<file path="src/inc/shti_cfg.svh">
`ifndef SHTI_CFG_SVH
`define SHTI_CFG_SVH
// register byte offsets
`define SHTI_OFF_GHC     8'h00
`define SHTI_OFF_SUMMARY 8'h04
`define SHTI_OFF_MSICFG  8'h08
`define SHTI_OFF_PSTAT   8'h0C
`define SHTI_OFF_PEN     8'h10
`define SHTI_OFF_PSEL    8'h14
`define SHTI_OFF_MSIST   8'h18
// field positions
`define SHTI_GLOBAL_INT_ENABLE      0
`define SHTI_MSI_REVERT_SINGLE_FLAG    1
`define SHTI_MC_MSIE     0
`define SHTI_MC_MME_LSB  4
`define SHTI_MC_MMC_LSB  1
// reset values and size limits
`define SHTI_RST_WORD    32'h0000_0000
`define SHTI_RST_MME     3'h0
`define SHTI_MAX_MSGS    16
`define SHTI_SUM_BITS    32
`endif

</file>
<file path="src/inc/shti_pkg.sv">
package shti_pkg;
  typedef enum logic [1:0] {
    SHTI_MODE_WIRE   = 2'b00,
    SHTI_MODE_SINGLE = 2'b01,
    SHTI_MODE_MULTI  = 2'b10
  } shti_mode_t;
  // one message request toward the pci side
  typedef struct packed {
    logic       valid;
    logic [3:0] vector;
  } shti_msg_t;
endpackage

</file>
<file path="src/shti_irq.sv">
// What this block does
// - no line or message while global enable clear
// - global enable masks outputs and clears pending messages
// - status bits set regardless of enables
// - summary register is 32 bits, one per port
// - status AND enable OR-reduced sets summary
// - summary bit clears only on written one
// - still-high virtual wire resets summary at once
// - summary mode when msi off or mme zero
// - wire mode drives line low while any set
// - single msi sends on nonzero summary change
// - capable field is power of two over ports
// - multi mode ignores summary for sending
// - global enable gates multi mode messages
// - ports map one-to-one, max 16 messages
// - three per-port triggers in multi mode
// - request covers highest summary bit used
// - port n uses message n when enough
// - sharing clears revert flag, last shared
// - sharers evaluated together per message
// - fallback sets revert flag, single rules
//
// The address map and the AXI4-Lite interface to the registers were left to the implementer.
`include "shti_cfg.svh"
`timescale 1ns/1ns
`default_nettype none
module shti_irq
  import shti_pkg::*;
#(
  parameter int                   NPORTS    = 6,
  parameter logic [31:0]          PI_MAP    = 32'h0000_003F,
  parameter bit                   SHARE_LAST = 1'b1
) (
  // clock and reset
  input  wire logic               i_clk,
  input  wire logic               i_reset,
  // per-port status events, one pulse bit per cause
  input  wire logic [NPORTS*8-1:0] i_port_event,
  // axi4-lite write address
  input  wire logic [7:0]         s_axi_awaddr,
  input  wire logic               s_axi_awvalid,
  output logic                    s_axi_awready,
  // axi4-lite write data
  input  wire logic [31:0]        s_axi_wdata,
  input  wire logic [3:0]         s_axi_wstrb,
  input  wire logic               s_axi_wvalid,
  output logic                    s_axi_wready,
  // axi4-lite write response
  output logic [1:0]              s_axi_bresp,
  output logic                    s_axi_bvalid,
  input  wire logic               s_axi_bready,
  // axi4-lite read
  input  wire logic [7:0]         s_axi_araddr,
  input  wire logic               s_axi_arvalid,
  output logic                    s_axi_arready,
  output logic [31:0]             s_axi_rdata,
  output logic [1:0]              s_axi_rresp,
  output logic                    s_axi_rvalid,
  input  wire logic               s_axi_rready,
  // interrupt outputs
  output logic                    o_int_line_n,
  output shti_msg_t               o_msi
);
  localparam logic [31:0] IMPL = PI_MAP & ((NPORTS >= 32) ? 32'hFFFF_FFFF
                                 : ((32'h1 << NPORTS) - 32'h1));

  // smallest power of two covering the highest used bit
  function automatic logic [2:0] log2_cover(input int n);
    logic [2:0] r;
    r = 3'h0;
    for (int k = 0; k < 6; k++)
      if ((1 << k) < n) r = 3'(k + 1);
    return r;
  endfunction
  localparam logic [2:0] MMC = log2_cover(NPORTS);
  localparam int NMSG_REQ = 1 << MMC;

  // registers
  logic [NPORTS*8-1:0] stat_q;
  logic [NPORTS*8-1:0] en_q;
  logic [31:0]         sum_q;
  logic                gie_q;
  logic                msie_q;
  logic [2:0]          mme_q;
  logic [4:0]          psel_q;

  // bus handshake state
  logic                aw_got_q, w_got_q;
  logic [7:0]          awaddr_q;
  logic [31:0]         wdata_q;
  logic [3:0]          wstrb_q;

  // virtual wires, one per port
  logic [31:0] vwire;
  always_comb begin
    vwire = 32'h0;
    for (int p = 0; p < NPORTS; p++)
      vwire[p] = |(stat_q[p*8 +: 8] & en_q[p*8 +: 8]);
  end

  // decode of the mode and revert decision
  logic [4:0]  granted;
  logic        fewer, mrsm, multi;
  shti_mode_t  mode;
  always_comb begin
    granted = 5'(1 << mme_q);
    fewer   = msie_q && (mme_q != `SHTI_RST_MME) && (mme_q < MMC);
    mrsm    = fewer && !SHARE_LAST;
    multi   = msie_q && (mme_q != `SHTI_RST_MME) && !mrsm;
    if (!msie_q)    mode = SHTI_MODE_WIRE;
    else if (multi) mode = SHTI_MODE_MULTI;
    else            mode = SHTI_MODE_SINGLE;
  end

  // write channel acceptance
  logic wr_fire, wr_hit;
  assign wr_fire = aw_got_q && w_got_q && !s_axi_bvalid;
  function automatic logic [31:0] lane(input logic [31:0] old,
                                        input logic [31:0] nw,
                                        input logic [3:0]  st);
    logic [31:0] r;
    r = old;
    for (int b = 0; b < 4; b++)
      if (st[b]) r[b*8 +: 8] = nw[b*8 +: 8];
    return r;
  endfunction
  logic [31:0] wmask;
  assign wmask = lane(32'h0, 32'hFFFF_FFFF, wstrb_q);

  always_ff @(posedge i_clk) begin
    if (i_reset) begin
      aw_got_q <= 1'b0;
      awaddr_q <= 8'h00;
    end else if (s_axi_awvalid && s_axi_awready) begin
      aw_got_q <= 1'b1;
      awaddr_q <= s_axi_awaddr;
    end else if (wr_fire) begin
      aw_got_q <= 1'b0;
    end
  end
  always_ff @(posedge i_clk) begin
    if (i_reset) begin
      w_got_q <= 1'b0;
      wdata_q <= `SHTI_RST_WORD;
      wstrb_q <= 4'h0;
    end else if (s_axi_wvalid && s_axi_wready) begin
      w_got_q <= 1'b1;
      wdata_q <= s_axi_wdata;
      wstrb_q <= s_axi_wstrb;
    end else if (wr_fire) begin
      w_got_q <= 1'b0;
    end
  end
  always_ff @(posedge i_clk) begin
    if (i_reset) begin
      s_axi_awready <= 1'b0;
      s_axi_wready  <= 1'b0;
    end else begin
      s_axi_awready <= !aw_got_q && !(s_axi_awvalid && s_axi_awready);
      s_axi_wready  <= !w_got_q && !(s_axi_wvalid && s_axi_wready);
    end
  end
  assign wr_hit = (awaddr_q == `SHTI_OFF_GHC) ||
                  (awaddr_q == `SHTI_OFF_SUMMARY) ||
                  (awaddr_q == `SHTI_OFF_MSICFG) ||
                  (awaddr_q == `SHTI_OFF_PSTAT) ||
                  (awaddr_q == `SHTI_OFF_PEN) ||
                  (awaddr_q == `SHTI_OFF_PSEL);
  always_ff @(posedge i_clk) begin
    if (i_reset) begin
      s_axi_bvalid <= 1'b0;
      s_axi_bresp  <= 2'b00;
    end else if (wr_fire) begin
      s_axi_bvalid <= 1'b1;
      s_axi_bresp  <= wr_hit ? 2'b00 : 2'b10; // slverr when unmapped
    end else if (s_axi_bready) begin
      s_axi_bvalid <= 1'b0;
    end
  end

  // global control: enable, msi configuration and port select
  always_ff @(posedge i_clk) begin
    if (i_reset) begin
      gie_q  <= 1'b0;
      msie_q <= 1'b0;
      mme_q  <= `SHTI_RST_MME;
      psel_q <= 5'h00;
    end else if (wr_fire) begin
      if (awaddr_q == `SHTI_OFF_GHC && wstrb_q[0])
        gie_q <= wdata_q[`SHTI_GLOBAL_INT_ENABLE];
      if (awaddr_q == `SHTI_OFF_MSICFG && wstrb_q[0]) begin
        msie_q <= wdata_q[`SHTI_MC_MSIE];
        mme_q  <= wdata_q[`SHTI_MC_MME_LSB +: 3];
      end
      if (awaddr_q == `SHTI_OFF_PSEL && wstrb_q[0])
        psel_q <= wdata_q[4:0];
    end
  end

  // per-port status is w1c; a new event wins over a clear
  logic [NPORTS*8-1:0] stat_d, en_d;
  always_comb begin
    stat_d = stat_q;
    en_d   = en_q;
    for (int p = 0; p < NPORTS; p++) begin
      if (wr_fire && psel_q == 5'(p)) begin
        if (awaddr_q == `SHTI_OFF_PSTAT)
          stat_d[p*8 +: 8] = stat_q[p*8 +: 8] & ~(wdata_q[7:0] & wmask[7:0]);
        if (awaddr_q == `SHTI_OFF_PEN && wstrb_q[0])
          en_d[p*8 +: 8] = wdata_q[7:0];
      end
    end
    stat_d = stat_d | i_port_event;
  end
  always_ff @(posedge i_clk) begin
    if (i_reset) begin
      stat_q <= '0;
      en_q   <= '0;
    end else begin
      stat_q <= stat_d;
      en_q   <= en_d;
    end
  end

  // summary: sticky, w1c, re-set by a still-high wire
  logic [31:0] sum_d;
  always_comb begin
    sum_d = sum_q;
    if (wr_fire && awaddr_q == `SHTI_OFF_SUMMARY)
      sum_d = sum_q & ~(wdata_q & wmask);
    sum_d = (sum_d | vwire) & IMPL;
  end
  always_ff @(posedge i_clk) begin
    if (i_reset) sum_q <= `SHTI_RST_WORD;
    else         sum_q <= sum_d;
  end

  // per-message triggers for multi mode, sharers or-ed together
  logic [NPORTS*8-1:0] prev_act_q;
  logic [NPORTS*8-1:0] prev_stat_q;
  logic [NPORTS*8-1:0] act;
  logic [15:0]         msg_trig;
  logic [3:0]          last_msg;
  assign act = stat_q & en_q;
  always_comb begin
    logic [3:0]  m;
    logic [15:0] grp_new, grp_clr, grp_act;
    m        = 4'h0;
    grp_new  = 16'h0;
    grp_clr  = 16'h0;
    grp_act  = 16'h0;
    last_msg = 4'((fewer ? granted : 5'(NMSG_REQ)) - 5'h1);
    for (int p = 0; p < NPORTS; p++) begin
      if (IMPL[p]) begin
        m = (p > int'(last_msg)) ? last_msg : 4'(p);
        // new enabled bit, or an enable rising over a set bit
        grp_new[m] = grp_new[m] |
                     (|(act[p*8 +: 8] & ~prev_act_q[p*8 +: 8]));
        // any status bit cleared, enabled or not
        grp_clr[m] = grp_clr[m] |
                     (|(prev_stat_q[p*8 +: 8] & ~stat_q[p*8 +: 8]));
        grp_act[m] = grp_act[m] | (|act[p*8 +: 8]);
      end
    end
    // sharers judged as one: a clear fires while any sharer is pending
    msg_trig = grp_new | (grp_clr & grp_act);
  end
  always_ff @(posedge i_clk) begin
    if (i_reset) begin
      prev_act_q  <= '0;
      prev_stat_q <= '0;
    end else begin
      prev_act_q  <= act;
      prev_stat_q <= stat_q;
    end
  end

  // pending message vectors, issued lowest first one per cycle
  logic [15:0] pend_q;
  logic        sum_chg;
  assign sum_chg = (sum_d != sum_q) && (sum_d != 32'h0);
  logic [15:0] pend_d;
  logic [3:0]  pick;
  logic        have;
  always_comb begin
    pick = 4'h0;
    have = 1'b0;
    for (int i = 15; i >= 0; i--)
      if (pend_q[i]) begin
        pick = 4'(i);
        have = 1'b1;
      end
    // retire the issued vector first so a same-cycle trigger survives
    pend_d = pend_q;
    if (have) pend_d[pick] = 1'b0;
    if (mode == SHTI_MODE_MULTI) pend_d = pend_d | msg_trig;
    else if (mode == SHTI_MODE_SINGLE && sum_chg) pend_d[0] = 1'b1;
    if (!gie_q) pend_d = 16'h0;
  end
  always_ff @(posedge i_clk) begin
    if (i_reset) pend_q <= 16'h0;
    else         pend_q <= pend_d;
  end

  // outputs to the pci side, all registered
  always_ff @(posedge i_clk) begin
    if (i_reset) begin
      o_int_line_n <= 1'b1;
      o_msi        <= '0;
    end else begin
      o_int_line_n <= !(gie_q && mode == SHTI_MODE_WIRE && |sum_q);
      o_msi.valid  <= have && gie_q && mode != SHTI_MODE_WIRE;
      o_msi.vector <= pick;
    end
  end

  // read channel
  logic [31:0] rd_val;
  logic        rd_hit;
  always_comb begin
    rd_val = 32'h0;
    rd_hit = 1'b1;
    case (s_axi_araddr)
      `SHTI_OFF_GHC: begin
        rd_val[`SHTI_GLOBAL_INT_ENABLE]   = gie_q;
        rd_val[`SHTI_MSI_REVERT_SINGLE_FLAG] = mrsm;
      end
      `SHTI_OFF_SUMMARY: rd_val = sum_q;
      `SHTI_OFF_MSICFG: begin
        rd_val[`SHTI_MC_MSIE]        = msie_q;
        rd_val[`SHTI_MC_MMC_LSB +: 3] = MMC;
        rd_val[`SHTI_MC_MME_LSB +: 3] = mme_q;
      end
      `SHTI_OFF_PSTAT: rd_val[7:0] = (psel_q < 5'(NPORTS)) ?
                         stat_q[int'(psel_q)*8 +: 8] : 8'h00;
      `SHTI_OFF_PEN:   rd_val[7:0] = (psel_q < 5'(NPORTS)) ?
                         en_q[int'(psel_q)*8 +: 8] : 8'h00;
      `SHTI_OFF_PSEL:  rd_val[4:0] = psel_q;
      `SHTI_OFF_MSIST: rd_val[15:0] = pend_q;
      default: rd_hit = 1'b0;
    endcase
  end
  always_ff @(posedge i_clk) begin
    if (i_reset) begin
      s_axi_arready <= 1'b0;
      s_axi_rvalid  <= 1'b0;
      s_axi_rdata   <= `SHTI_RST_WORD;
      s_axi_rresp   <= 2'b00;
    end else begin
      s_axi_arready <= !s_axi_rvalid && !(s_axi_arvalid && s_axi_arready);
      if (s_axi_arvalid && s_axi_arready) begin
        s_axi_rvalid <= 1'b1;
        s_axi_rdata  <= rd_val;
        s_axi_rresp  <= rd_hit ? 2'b00 : 2'b10;
      end else if (s_axi_rready) begin
        s_axi_rvalid <= 1'b0;
      end
    end
  end

  // checks
  gie_gates_line_a: assert property (@(posedge i_clk) disable iff (i_reset)
    !gie_q |=> o_int_line_n) else $error("line active while disabled");
  gie_gates_msg_a: assert property (@(posedge i_clk) disable iff (i_reset)
    !gie_q |=> !o_msi.valid) else $error("message while disabled");
  stat_sets_a: assert property (@(posedge i_clk) disable iff (i_reset)
    i_port_event[16] |=> stat_q[16]) else $error("status event lost");
  wire_sets_sum_a: assert property (@(posedge i_clk) disable iff (i_reset)
    vwire[2] && IMPL[2] |=> sum_q[2]) else $error("summary not set");
  sum_sticky_a: assert property (@(posedge i_clk) disable iff (i_reset)
    sum_q[2] && !(wr_fire && awaddr_q == `SHTI_OFF_SUMMARY) |=> sum_q[2])
    else $error("summary bit dropped");
  unimpl_zero_a: assert property (@(posedge i_clk) disable iff (i_reset)
    (sum_q & ~IMPL) == 32'h0) else $error("unimplemented bit set");
  line_follows_a: assert property (@(posedge i_clk) disable iff (i_reset)
    gie_q && !msie_q && |sum_q |=> !o_int_line_n)
    else $error("line not active");
  single_msg_a: assert property (@(posedge i_clk) disable iff (i_reset)
    gie_q && mode == SHTI_MODE_SINGLE && sum_chg ##1 gie_q |=> o_msi.valid)
    else $error("single message missing");
endmodule // shti_irq
`default_nettype wire

</file>
<file path="config.mk">
export PLATFORM = sky130hd
export DESIGN_NAME = shti_irq
export DESIGN_NICKNAME = d
export VERILOG_FILES = /design/src/inc/shti_pkg.sv /design/src/shti_irq.sv
export VERILOG_INCLUDE_DIRS = /design/src /design/src/inc
export SDC_FILE = /design/constraint.sdc
export NUM_CORES = 1
export LEC_CHECK = 0
export ABC_AREA = 1
export BUFFER_PORTS_ARGS = -buffer_cell sky130_fd_sc_hd__buf_4
export CAP_MARGIN = 20
export CORE_MARGIN = 1.5
export CORE_UTILIZATION = 62
export DETAILED_ROUTE_END_ITERATION = 10
export PLACE_DENSITY = 0.86
export SLEW_MARGIN = 20
export SYNTH_ARGS = -nofsm -noshare
export SYNTH_HDL_FRONTEND = slang
export SYNTH_SLANG_ARGS = --single-unit
export TNS_END_PERCENT = 100
</file>
<file path="constraint.sdc">
create_clock -name i_clk -period 4.9 [get_ports i_clk]
set_input_delay 0.735 -clock i_clk [delete_from_list [all_inputs] [get_ports i_clk]]
set_output_delay 0.735 -clock i_clk [all_outputs]
set_load 0.02 [all_outputs]
</file>
======== Yosys cells after proc, flatten, opt, wreduce, memory -nomap -nowiden ========
Cells that the tools add are included.
Widths: inputs -> output; s select.
cells by class
  $add $sub $neg .......................... 1
  $lt $le $gt $ge ......................... 19
  eq/ne operators ......................... 19
  shift-type cells ........................ 3
  mux-type cells .......................... 132
  bitwise logic cells ..................... 65
  reductions and logical operators ........ 93
operators with widths
  operator            count
  $bwmux 16           15
  $and 8x8->8         25
  $reduce_or 8->1     24
  $mux 8              15
  $not 8->8           13
  $shiftx 48x9->8     2
  $mux 4              22
  $bmux 1 s4          15
  $and 48x48->48      1
  $or 48x48->48       1
  $mux 1              47
  $eq 8x5->1 const B  5
  $logic_and 1x1->1   33
  $and 16x16->16      2
  $eq 8x4->1 const B  4
  $or 16x16->16       2
  $reduce_bool 32->1  1
  $reduce_or 32->1    1
  $lt 4x5->1 const B  6
  $demux 1 s4         6
  $ge 4x1->1 const B  6
  $pmux 3 s6          1
  $reduce_and 2->1    9
  $eq 8x3->1 const B  2
  36 further kinds    74
word-level totals
  bits in registers ....................... 293
  bits of input ports ..................... 107
  output and inout port bits .............. 47
  word-level logic and storage cells ...... 363

======== Longest topological paths before layout ========
Gate-level depths: netlist of run 1.
  depth in word-level cells ............... 32
  depth in mapped cells ................... 20
  mapped depth without buffers ............ 20

======== Least setup slack after synthesis of run 1 ========
OpenSTA, ideal clock, no wires.
  kind .................................... input port to flip-flop
  from .................................... input port s_axi_araddr[7]
  to ...................................... register s_axi_rdata[2]
  library setup time ...................... 66 ps
  data arrival time ....................... 1890 ps
  data required time ...................... 4834 ps
  path slack .............................. 2944 ps
  stages .................................. 14
  buffers on the path ..................... 1
  path through ............................ nor2_2 inv_1 nor3_4 nand2_2 nor2_4 buf_6 o2111ai_1 o41ai_1 nand2_1 nand2_1 nand2_1 nand2_1 nand2_1 a21oi_2
on the way
  word-level cells in the longest chain between the ends .. 2
  elaborated cells on any way between the ends .. 7
  those cells by class .................... eq/ne (6); mux (1)
ends and longest elaborated chain
  item                                line             RTL
  from (decl)                         shti_irq.sv:53   input wire logic [7:0] s_axi_araddr,
  $eq 8x5->1 (tied with other cells)  shti_irq.sv:323  case (s_axi_araddr)
  $pmux 3 s6 (*)                      shti_irq.sv:323
  to (signal assigned)                shti_irq.sv:347  s_axi_rdata <= `SHTI_RST_WORD;
  to (signal assigned)                shti_irq.sv:353  s_axi_rdata <= rd_val;
  to (decl)                           shti_irq.sv:56   output logic [31:0] s_axi_rdata,
Every way passes the cells marked *; elsewhere a longest branch is shown, timed or not.
A chain may end at the register's enable or synchronous reset.

======== Worst setup path in the final report of run 1 ========
  from .................................... register psel_q[1]
  to ...................................... register s_axi_rdata[6]
on the way
  word-level cells in the longest chain between the ends .. 3
  elaborated cells on any way between the ends .. 6
  those cells by class .................... order compare (1); shift (2); mux (3)
ends and longest elaborated chain
  item                                     line                              RTL
  from (decl)                              shti_irq.sv:85                    logic [4:0] psel_q;
  from (signal assigned)                   shti_irq.sv:196                   psel_q <= wdata_q[4:0];
  $shiftx 48x9->8 (tied with other cells)  shti_irq.sv:337                   en_q[int'(psel_q)*8 +: 8] : 8'h00;
  $mux 8 (on tied branches)                shti_irq.sv:336, shti_irq.sv:334
  $pmux 2 s5 (*)                           shti_irq.sv:323
Marks and branches as above.

==> results of run 1 <==
-- worst max-delay path by stage --
stage	startpoint	end	slack (ns)
2_1_floorplan	s_axi_araddr[7]	s_axi_rdata[2]	2.94
3_3_place_gp	i_reset	pend_q[6]	1.93
3_5_place_dp	i_reset	pend_q[13]	1.84
4_1_cts	psel_q[0]	en_q[23]	2.21
5_1_grt	psel_q[0]	en_q[23]	1.90
6_report	psel_q[1]	s_axi_rdata[6]	2.13
-- area by class of cell --
| cell class | instances | area, um2 |
|---|---|---|
| sequential | 272 | 5450 |
| multi-input combinational | 1103 | 5280 |
| fill | 1477 | 5270 |
| clock buffer | 40 | 846 |
| timing repair buffer | 111 | 833 |
| inverter | 171 | 643 |
| tap | 234 | 293 |
| clock inverter | 11 | 91.3 |
| antenna | 2 | 5.00 |
-- registers in the layout, summed over array words and instances, names as in the netlist, 3 cells and up --
name,flops
en_q,48
prev_act_q,48
prev_stat_q,48
stat_q,48
pend_q,16
s_axi_rdata,16
awaddr_q,8
wdata_q,8
sum_q,6
o_msi,5
psel_q,5
mme_q,3
-- kinds of logic after synthesis --
logic type               count (synthesis)
other                                    2
flip-flops                             272
AND/OR/NAND/NOR                        740
AO/OA/AOI/OAI                          339
adder cells (fa/ha/maj)                  2
buffers and inverters                  249
XOR/XNOR                                 2
-- per-layer routing --
metal  up-vias  share of wire
li1       5390              -
met1      5186           0.40
met2       508           0.46
met3       131          0.083
met4         0          0.055
met5         -              0
-- power breakdown --
| part | leakage (nW) | switching (mW) | internal, mW | total (mW) |
|---|---|---|---|---|
| combinational | 3.50 | 0.236 | 0.127 | 0.362 |
| clock | 0.476 | 0.886 | 1.25 | 2.13 |
| sequential | 2.22 | 0.0560 | 2.30 | 2.35 |
-- stage by stage --
stage          hold slack (ns)  std cells  power [mW]   util  instance area [um2]
3_5_place_dp             0.455       1891        2.75  0.668                12500
2_1_floorplan            0.424       1624        2.61      -                11900
3_3_place_gp             0.439       1891        2.74  0.668                12500
5_1_grt                  0.376       1942        4.97  0.718                13400
4_1_cts                  0.364       1942        4.84  0.718                13400
6_report                 0.363       1944        4.85  0.718                13400
-- layout by cell type (no fill, tap or decap), types with 7 or more instances in the layout --
master	synthesis	routed
nand2_1	378	378
nor2_1	229	229
a21oi_1	86	86
o22ai_1	23	23
nor2_4	10	10
dfxtp_1	272	272
a211oi_1	9	9
clkinv_2	0	10
o221ai_1	10	10
nand4_1	18	18
clkbuf_16	0	28
nor4_2	6	7
a22o_1	8	8
inv_1	151	150
nor3_1	8	8
nand3_1	47	47
nor2_2	8	8
clkbuf_8	7	10
nor4_1	14	13
conb_1	2	20
inv_2	17	17
o21ai_0	158	158
o211ai_1	11	11
buf_4	24	111
-- worst max-delay path, stage by stage, from the launching register on --
cell and delay (ns):
dfxtp_1 0.92, inv_1 0.55, nand3_1 0.27, o221ai_1 0.20
a22o_1 0.22, nand2_1 0.07, a21oi_1 0.11, o21ai_0 0.19
a21oi_1 0.09
==> flow_metrics.env, run 1 <==
export IMPL_worst_slew_pin_slew_ns=0.981
export IMPL_ys_seq_elements=272
export IMPL_r2r_slack_ns=2.13
export IMPL_yosysMostFrequentCell="nand2_1"
export IMPL_relSlewSlack=0.346
export IMPL_drt_wirelength_per_cell_um=17.3
export IMPL_antenna_found_initial=1
export IMPL_cts_resized=0
export IMPL_hold_viol_final=0
export IMPL_min_from="i_port_event[0]"
export IMPL_grt_max_degree=92
export IMPL_min_period_ns=2.77
export IMPL_synthTopCellsByArea="dfxtp_1 46%, nand2_1 12%, nor2_1 7.3%"
export IMPL_synth_cells=1606
export IMPL_required_ns=5.32
export IMPL_ioPinCount=154
export IMPL_grt_met1_usage=0.426
export IMPL_fin_crit_sh=0.565
export IMPL_gp_congestion=1.03
export IMPL_critPathCaptureType="register"
export IMPL_grt_use_met2=0.556
export IMPL_yosys_area_top_type="dfxtp_1"
export IMPL_detail_route_antenna_nets=0
export IMPL_synth_compound_area_frac=0.165
export IMPL_place_ws_ns=1.84
export IMPL_vias=11215
export IMPL_synth_cell_type_count=47
export IMPL_min_to="stat_q[0]"
export IMPL_rsz0062_at_grt="no"
export IMPL_max_freq_mhz=361
export IMPL_ys_flop_type="dfxtp_1"
export IMPL_dr_pass1_iters=6
export IMPL_start_util=0.631
export IMPL_synth_async_reset_ratio=0
export IMPL_muxShareOfSynthArea=0
export IMPL_grt_overflow=0
export IMPL_slew_violations=0
export IMPL_p_leak_nw=6.20
export IMPL_rr_endpoint="s_axi_rdata[6]"
export IMPL_clockBufferDepth=3
export IMPL_drc_errors=0
export IMPL_layout_nets=1796
export IMPL_timing_rr_start="psel_q[1]"
export IMPL_fp_dieW_um=141
export IMPL_netlist_area_um2=11800
export IMPL_drtIter0Drc=1138
export IMPL_drive_gt1_frac=0.134
export IMPL_syn_mean_instance_area_um2=7.35
export IMPL_yosys_warnings=0
export IMPL_vdd_drop_max_uv=341
export IMPL_die_area_um2=19900
export IMPL_hold_path_class="input port to register"
export IMPL_clk_pin_slew_ns=0.06
export IMPL_final_setup_tns_ns=0
export IMPL_ys_seq_area_frac=0.461
export IMPL_hold_buffers=0
export IMPL_yosysTopAreaCellShare=0.461
export IMPL_setup_viol=0
export IMPL_routed_wl_mm=33.7
export IMPL_synth_simple_gate_area_share=0.272
export IMPL_synth_edf_count=0
export IMPL_cts_buffers=28
export IMPL_cts_tree="built"
export IMPL_fp_dieH_um=141
export IMPL_cp_start_kind="register"
export IMPL_use_met3=0.0533
export IMPL_grt_first_pass_wirelength_mm=52.3
export IMPL_skew_ns=0.0225
export IMPL_power_density_nw_per_um2=361
export IMPL_busiest_layer="met2"
export IMPL_outcome="complete, no violations"
export IMPL_synth_top_family_by_area="simple AND/OR/NAND/NOR gates"
export IMPL_grtUsageTotal=0.335
export IMPL_synth_commonest_cells="378 x nand2_1, 272 x dfxtp_1, 229 x nor2_1"
export IMPL_insertion_delay_ns=0.56
export IMPL_hold_path_depth=3
export IMPL_grt_pass1_vias=10401
export IMPL_clock_sinks=272
export IMPL_io_buffers=108
export IMPL_root_buffer="clkbuf_16"
export IMPL_area_delta_synth_final_pct=13.8
export IMPL_cp_max_fo=26
export IMPL_setup_slack_ns=2.13
export IMPL_routed_via_density=5.77
export IMPL_rows=50
export IMPL_timing_max_cap_violations=0
export IMPL_critPathKind="register to register"
export IMPL_core_um2=18700
export IMPL_synth_xor_area_frac=0.00148
export IMPL_hpwl_mm=23.9
export IMPL_r2r_cells=8
export IMPL_synth_adder_area_share=0.00212
export IMPL_htreeDepth=1
export IMPL_post_cts_buffers=0
export IMPL_crit_arrival_ns=3.19
No activity file was read; power rests on OpenSTA's default activity.
==> run 2, diff against run 1 <==
--- a/config.mk
+++ b/config.mk
@@ -6,13 +6,13 @@
 export SDC_FILE = /design/constraint.sdc
 export NUM_CORES = 1
 export LEC_CHECK = 0
-export ABC_AREA = 1
+export ABC_AREA = 0
 export BUFFER_PORTS_ARGS = -buffer_cell sky130_fd_sc_hd__buf_4
 export CAP_MARGIN = 20
 export CORE_MARGIN = 1.5
-export CORE_UTILIZATION = 62
+export CORE_UTILIZATION = 57
 export DETAILED_ROUTE_END_ITERATION = 10
-export PLACE_DENSITY = 0.86
+export PLACE_DENSITY = 0.8
 export SLEW_MARGIN = 20
 export SYNTH_ARGS = -nofsm -noshare
 export SYNTH_HDL_FRONTEND = slang
==> constraint.sdc (replaced) <==
create_clock -name i_clk -period 2.6 [get_ports i_clk]
set_input_delay 0.39 -clock i_clk [delete_from_list [all_inputs] [get_ports i_clk]]
set_output_delay 0.39 -clock i_clk [all_outputs]
set_load 0.02 [all_outputs]
==> run 2 against run 1 <==
Combinational power increased by 64%. Fmax increased by 15%. Hold slack got worse by 0.29 ns. Clock power grew 93%. Sequential cell count stayed put. Die area grew 5.3%. Register-to-register slack got worse by 1.9 ns.
==> flow_metrics.env, run 2 <==
export IMPL_outcome="complete, no violations"
export IMPL_post_cts_buffers=0
export IMPL_drtIter0Drc=1294
export IMPL_multi_input_area_um2=5240
export IMPL_yosys_warnings=0
export IMPL_fin_crit_sh=0.924
export IMPL_dp_cells=1737
export IMPL_rows=51
export IMPL_r2r_cells=5
export IMPL_n_antenna_cell=0
export IMPL_power_density_nw_per_um2=672
export IMPL_start_util=0.584
export IMPL_ys_seq_elements=272
export IMPL_synth_commonest_cells="272 x dfxtp_1, 219 x nand2_1, 150 x a21oi_1"
export IMPL_setup_worst_path_start="awaddr_q[7]"
export IMPL_clock_sinks=272
export IMPL_area_delta_synth_final_pct=18.6
export IMPL_synth_cells=1382
export IMPL_synth_xor_area_frac=0.000765
export IMPL_core_um2=19600
export IMPL_io_buffers=108
export IMPL_setup_viol=0
export IMPL_met2_length_mm=15.1
export IMPL_ys_flop_type="dfxtp_1"
export IMPL_insertion_delay_ns=0.56
export IMPL_rsz0062_at_grt="no"
export IMPL_crit_arrival_ns=2.81
export IMPL_timing_max_cap_violations=0
export IMPL_place_ws_ns=0.156
export IMPL_synth_cell_type_count=72
export IMPL_hold_buffers=0
export IMPL_mostFrequentLayoutCells="271 x dfxtp_1, 219 x nand2_1, 156 x buf_4"
export IMPL_root_buffer="clkbuf_16"
export IMPL_synth_adder_area_share=0.00219
export IMPL_final_cells=1787
export IMPL_hold_path_depth=3
export IMPL_dr_pass1_iters=6
export IMPL_p_leak_nw=5.51
export IMPL_synthTopCellsByArea="dfxtp_1 48%, nand2_1 7.2%, a21oi_1 6.6%"
export IMPL_worst_slew_pin_slew_ns=0.823
export IMPL_netlist_area_um2=11400
export IMPL_grt_pass1_vias=9504
export IMPL_grt_max_degree=121
export IMPL_synth_simple_gate_area_share=0.207
export IMPL_slew_violations=0
export IMPL_met3_length_mm=3.19
export IMPL_regArea_um2=5450
export IMPL_timing_rr_start="awaddr_q[7]"
export IMPL_drt_wirelength_per_cell_um=19.1
export IMPL_yosysTopAreaCellShare=0.476
export IMPL_clockBufferDepth=3
export IMPL_gp_congestion=1.01
export IMPL_grt_first_pass_wirelength_mm=52.0
export IMPL_cts_resized=0
export IMPL_min_period_ns=2.40
export IMPL_vdd_drop_max_uv=497
export IMPL_p_total_mw=9.13
export IMPL_yosys_area_top_type="dfxtp_1"
export IMPL_clk_pin_slew_ns=0.06
export IMPL_setup_slack_ns=0.198
export IMPL_synth_compound_area_frac=0.185
export IMPL_synth_edf_count=0
export IMPL_critPathCaptureType="register"
export IMPL_max_freq_mhz=416
export IMPL_antenna_found_initial=0
export IMPL_routed_via_density=5.88
export IMPL_yosysMostFrequentCell="dfxtp_1"
export IMPL_fp_dieH_um=145
export IMPL_min_from="i_port_event[38]"
export IMPL_muxShareOfSynthArea=0.0561
export IMPL_vias=10499
export IMPL_min_to="stat_q[38]"
export IMPL_die_area_um2=20900
export IMPL_hold_viol_final=0
export IMPL_skew_ns=0.0250
export IMPL_r2r_slack_ns=0.20
export IMPL_top_layer="met4"
export IMPL_grtUsageTotal=0.325
export IMPL_layout_commonest_cell="dfxtp_1"
export IMPL_ys_seq_area_frac=0.476
export IMPL_synth_async_reset_ratio=0
export IMPL_synth_top_family_by_area="simple AND/OR/NAND/NOR gates"
export IMPL_drive_gt1_frac=0.153
export IMPL_syn_mean_instance_area_um2=8.28
export IMPL_drc_errors=0
export IMPL_relSlewSlack=0.451
export IMPL_cts_buffers=28
export IMPL_fp_dieW_um=145
export IMPL_hpwl_mm=24.4
export IMPL_cp_max_fo=8
export IMPL_grt_overflow=0
export IMPL_nFillCells=1616
export IMPL_drt_met1_wl_mm=14.0
export IMPL_required_ns=3.00
export IMPL_htreeDepth=1
export IMPL_ioPinCount=154
export IMPL_routed_wl_mm=34.1
export IMPL_cts_tree="built"
export IMPL_layout_nets=1611
export IMPL_rr_endpoint="stat_q[35]"
export IMPL_final_setup_tns_ns=0
export IMPL_detail_route_antenna_nets=0
export IMPL_hold_path_class="input port to register"
export IMPL_cp_start_kind="register"
export IMPL_critPathKind="register to register"
run 2: cell types whose count changed in the layout (fill, tap and decap cells not counted), sizes merged, moves of 36 or more:
cell	change
nand2	-162
nor2	-113
o21ai	-100
a21oi	+61
inv	-58
nor2b	+53
buf	+47
o22ai	+36
run 2: how the worst max path moves through the flow:
stage / end / slack [ns] / cells past startpoint
after CTS: pend_q[3] / 0.23 / 8
after floorplan: pend_q[3] / 0.42 / 9
after global routing: pend_q[3] / 0.07 / 8
after global placement: s_axi_rdata[4] / 0.19 / 8
final: stat_q[35] / 0.20 / 5
after detailed placement: s_axi_rdata[4] / 0.16 / 8
run 2: final cells by class:
class,count,area share
flip-flops and latches,272,0.401
multi-input cells,932,0.386
repair buffers,158,0.0886
clock buffers,40,0.0571
inverters,110,0.0304
well taps,265,0.0244
clock inverters,10,0.0124
run 2: logic make-up (layout without fill, tap and decap cells):
logic type                 Yosys count  count (layout)
and+or+nand+nor                    512             512
AOI/OAI and AO/OA                  353             353
DFF                                272             272
buffers and inverters              196             318
muxes                               44              44
adders and majority gates            2               2
other                                2              20
xor gates and xnor gates             1               1
run 2: worst max-delay path: stages, from the launching register on:
cell	delay, ns
dfxtp_1	0.33
nor4_1	0.59
and3_1	0.45
nand2_1	0.43
o21ai_0	0.36
a21oi_1	0.11
run 2: power breakdown:
| group | internal [mW] | total, mW | switching (mW) | leakage, nW |
|---|---|---|---|---|
| combinational | 0.258 | 0.595 | 0.337 | 2.83 |
| sequential | 4.29 | 4.41 | 0.122 | 2.22 |
| clock | 2.47 | 4.12 | 1.65 | 0.461 |
| total | 7.02 | 9.13 | 2.11 | 5.51 |
run 2: per-stage QoR:
step / utilization / instance area (um2) / hold slack, ns
floorplan: - / 11500 / 0.435
global placement: 0.645 / 12600 / 0.442
detailed placement: 0.645 / 12600 / 0.447
CTS: 0.693 / 13600 / 0.0626
global route: 0.693 / 13600 / 0.0771
finish: 0.693 / 13600 / 0.0685
run 2: metal layers:
layer	up-vias	track usage
li1	4947	-
met1	4863	0.436
met2	566	0.514
met3	123	0.0563
met4	0	0.148
met5	-	0
==> run 3, diff against run 2 <==
--- a/config.mk
+++ b/config.mk
@@ -10,9 +10,9 @@
 export BUFFER_PORTS_ARGS = -buffer_cell sky130_fd_sc_hd__buf_4
 export CAP_MARGIN = 20
 export CORE_MARGIN = 1.5
-export CORE_UTILIZATION = 57
+export CORE_UTILIZATION = 62
 export DETAILED_ROUTE_END_ITERATION = 10
-export PLACE_DENSITY = 0.8
+export PLACE_DENSITY = 0.86
 export SLEW_MARGIN = 20
 export SYNTH_ARGS = -nofsm -noshare
 export SYNTH_HDL_FRONTEND = slang
==> constraint.sdc (replaced) <==
create_clock -name i_clk -period 3.01 [get_ports i_clk]
set_input_delay 0.4515 -clock i_clk [delete_from_list [all_inputs] [get_ports i_clk]]
set_output_delay 0.4515 -clock i_clk [all_outputs]
set_load 0.02 [all_outputs]
==> run 3 against run 2 <==
Largest cell class unchanged. Count of clock-buffer cells in the layout shrank 2. Via count grew 1.4%. Critical path type unchanged. Fmax shrank 11%. Combinational power shrank 21%. Clock power shrank 19%. Critical endpoint is now en_q[29]. Sequential share of layout area grew 1.1 points.
==> flow_metrics.env, run 3 (same netlist as run 2, synthesis figures left out) <==
export IMPL_start_util=0.635
export IMPL_core_um2=18000
export IMPL_finalInstanceArea_um2=13200
export IMPL_grt_overflow=0
export IMPL_slew_violations=0
export IMPL_hold_path_depth=3
export IMPL_clk_pin_slew_ns=0.06
export IMPL_p_leak_nw=5.30
export IMPL_fp_dieW_um=139
export IMPL_holdWs_ns=0.144
export IMPL_grt_max_degree=195
export IMPL_detail_route_antenna_nets=0
export IMPL_rsz0062_at_grt="no"
export IMPL_drt_wirelength_per_cell_um=19.3
export IMPL_die_area_um2=19300
export IMPL_vdd_drop_max_uv=570
export IMPL_dpl_cell_area_um2=12300
export IMPL_hpwl_mm=22.6
export IMPL_critPathCaptureType="register"
export IMPL_worst_slew_pin_slew_ns=0.983
export IMPL_area_delta_synth_final_pct=15.4
export IMPL_routed_wl_mm=33.1
export IMPL_postLayoutCoreUtil=0.733
export IMPL_outcome="complete, no violations"
export IMPL_mostFrequentLayoutCells="271 x dfxtp_1, 219 x nand2_1, 150 x a21oi_1"
export IMPL_htreeDepth=1
export IMPL_critPathKind="register to register"
export IMPL_post_cts_buffers=0
export IMPL_root_buffer="clkbuf_16"
export IMPL_layout_nets=1575
export IMPL_timing_rr_start="s_axi_bvalid"
export IMPL_drc_errors=0
export IMPL_layout_commonest_cell="dfxtp_1"
export IMPL_clock_sinks=272
export IMPL_timing_max_cap_violations=0
export IMPL_routed_via_density=6.21
export IMPL_min_period_ns=2.71
export IMPL_cts_resized=0
export IMPL_hold_buffers=0
export IMPL_antenna_found_initial=1
export IMPL_fin_crit_sh=0.901
export IMPL_clockBufferDepth=3
export IMPL_max_freq_mhz=369
export IMPL_rr_endpoint="en_q[29]"
export IMPL_final_setup_tns_ns=0
export IMPL_fp_dieH_um=139
export IMPL_min_to="stat_q[35]"
export IMPL_vias=10643
export IMPL_power_density_nw_per_um2=577
export IMPL_hold_path_class="input port to register"
export IMPL_relSlewSlack=0.345
export IMPL_cts_buffers=27
export IMPL_required_ns=3.47
export IMPL_dr_pass1_iters=8
export IMPL_r2r_slack_ns=0.30
export IMPL_cts_tree="built"
export IMPL_grt_first_pass_wirelength_mm=51.0
export IMPL_cp_start_kind="register"
export IMPL_min_from="i_port_event[35]"
export IMPL_r2r_cells=6
export IMPL_insertion_delay_ns=0.54
export IMPL_skew_ns=0.0138
export IMPL_grtUsageTotal=0.331
export IMPL_place_ws_ns=0.348
export IMPL_setup_viol=0
export IMPL_ioPinCount=154
export IMPL_cp_max_fo=10
export IMPL_hold_viol_final=0
export IMPL_io_buffers=108
export IMPL_crit_arrival_ns=3.17
export IMPL_setup_slack_ns=0.298
export IMPL_drive_gt1_frac=0.133
export IMPL_rows=49
export IMPL_gp_congestion=1.03
export IMPL_grt_pass1_vias=9720
export IMPL_drtIter0Drc=1522
[run 3: layout make-up]
type,count,area [um2]
Inverter,110,413
Sequential cell,272,5450
Clock inverter,10,115
Clock buffer,38,757
Fill cell,1368,4810
Antenna cell,1,2.50
Multi-Input combinational cell,932,5240
Timing Repair Buffer,123,952
Tap cell,229,287
[run 3: where the power goes]
group / leakage [nW] / internal (mW) / switching, mW
logic: 2.66 / 0.202 / 0.266
clock network: 0.419 / 1.92 / 1.40
registers: 2.22 / 3.70 / 0.124
total: 5.30 / 5.83 / 1.79
[run 3: metal layers]
metal / share of wire / track usage / vias up / wire [um]
met5: 0.0013 / 0 / - / 44
met4: 0.061 / 0.164 / 2 / 2000
met3: 0.12 / 0.106 / 166 / 4120
met2: 0.44 / 0.518 / 727 / 14600
met1: 0.37 / 0.414 / 4872 / 12300
li1: - / - / 4876 / -
[run 3: critical path, stage by stage (launching register included)]
cell,delay [ns]
dfxtp_1,0.34
nand3b_1,0.47
nor3_2,0.56
nand3_1,0.36
nor2_1,0.56
nand2_1,0.17
a21oi_1,0.18
[run 3: worst max-delay path by stage]
stage | from | endpoint | slack, ns | cells after the start
finish | s_axi_bvalid | en_q[29] | 0.30 | 6
global route | msie_q | pend_q[1] | 0.18 | 9
CTS | s_axi_bvalid | en_q[29] | 0.46 | 6
detailed placement | s_axi_araddr[1] | s_axi_rdata[0] | 0.35 | 8
global placement | s_axi_araddr[1] | s_axi_rdata[0] | 0.39 | 8
floorplan | mme_q[2] | pend_q[3] | 0.83 | 9
[run 3: metrics by stage]
stage	cells	power, mW
global placement	1666	4.33
CTS	1714	7.60
floorplan	1400	4.15
global route	1714	7.80
finish	1715	7.62
detailed placement	1666	4.35
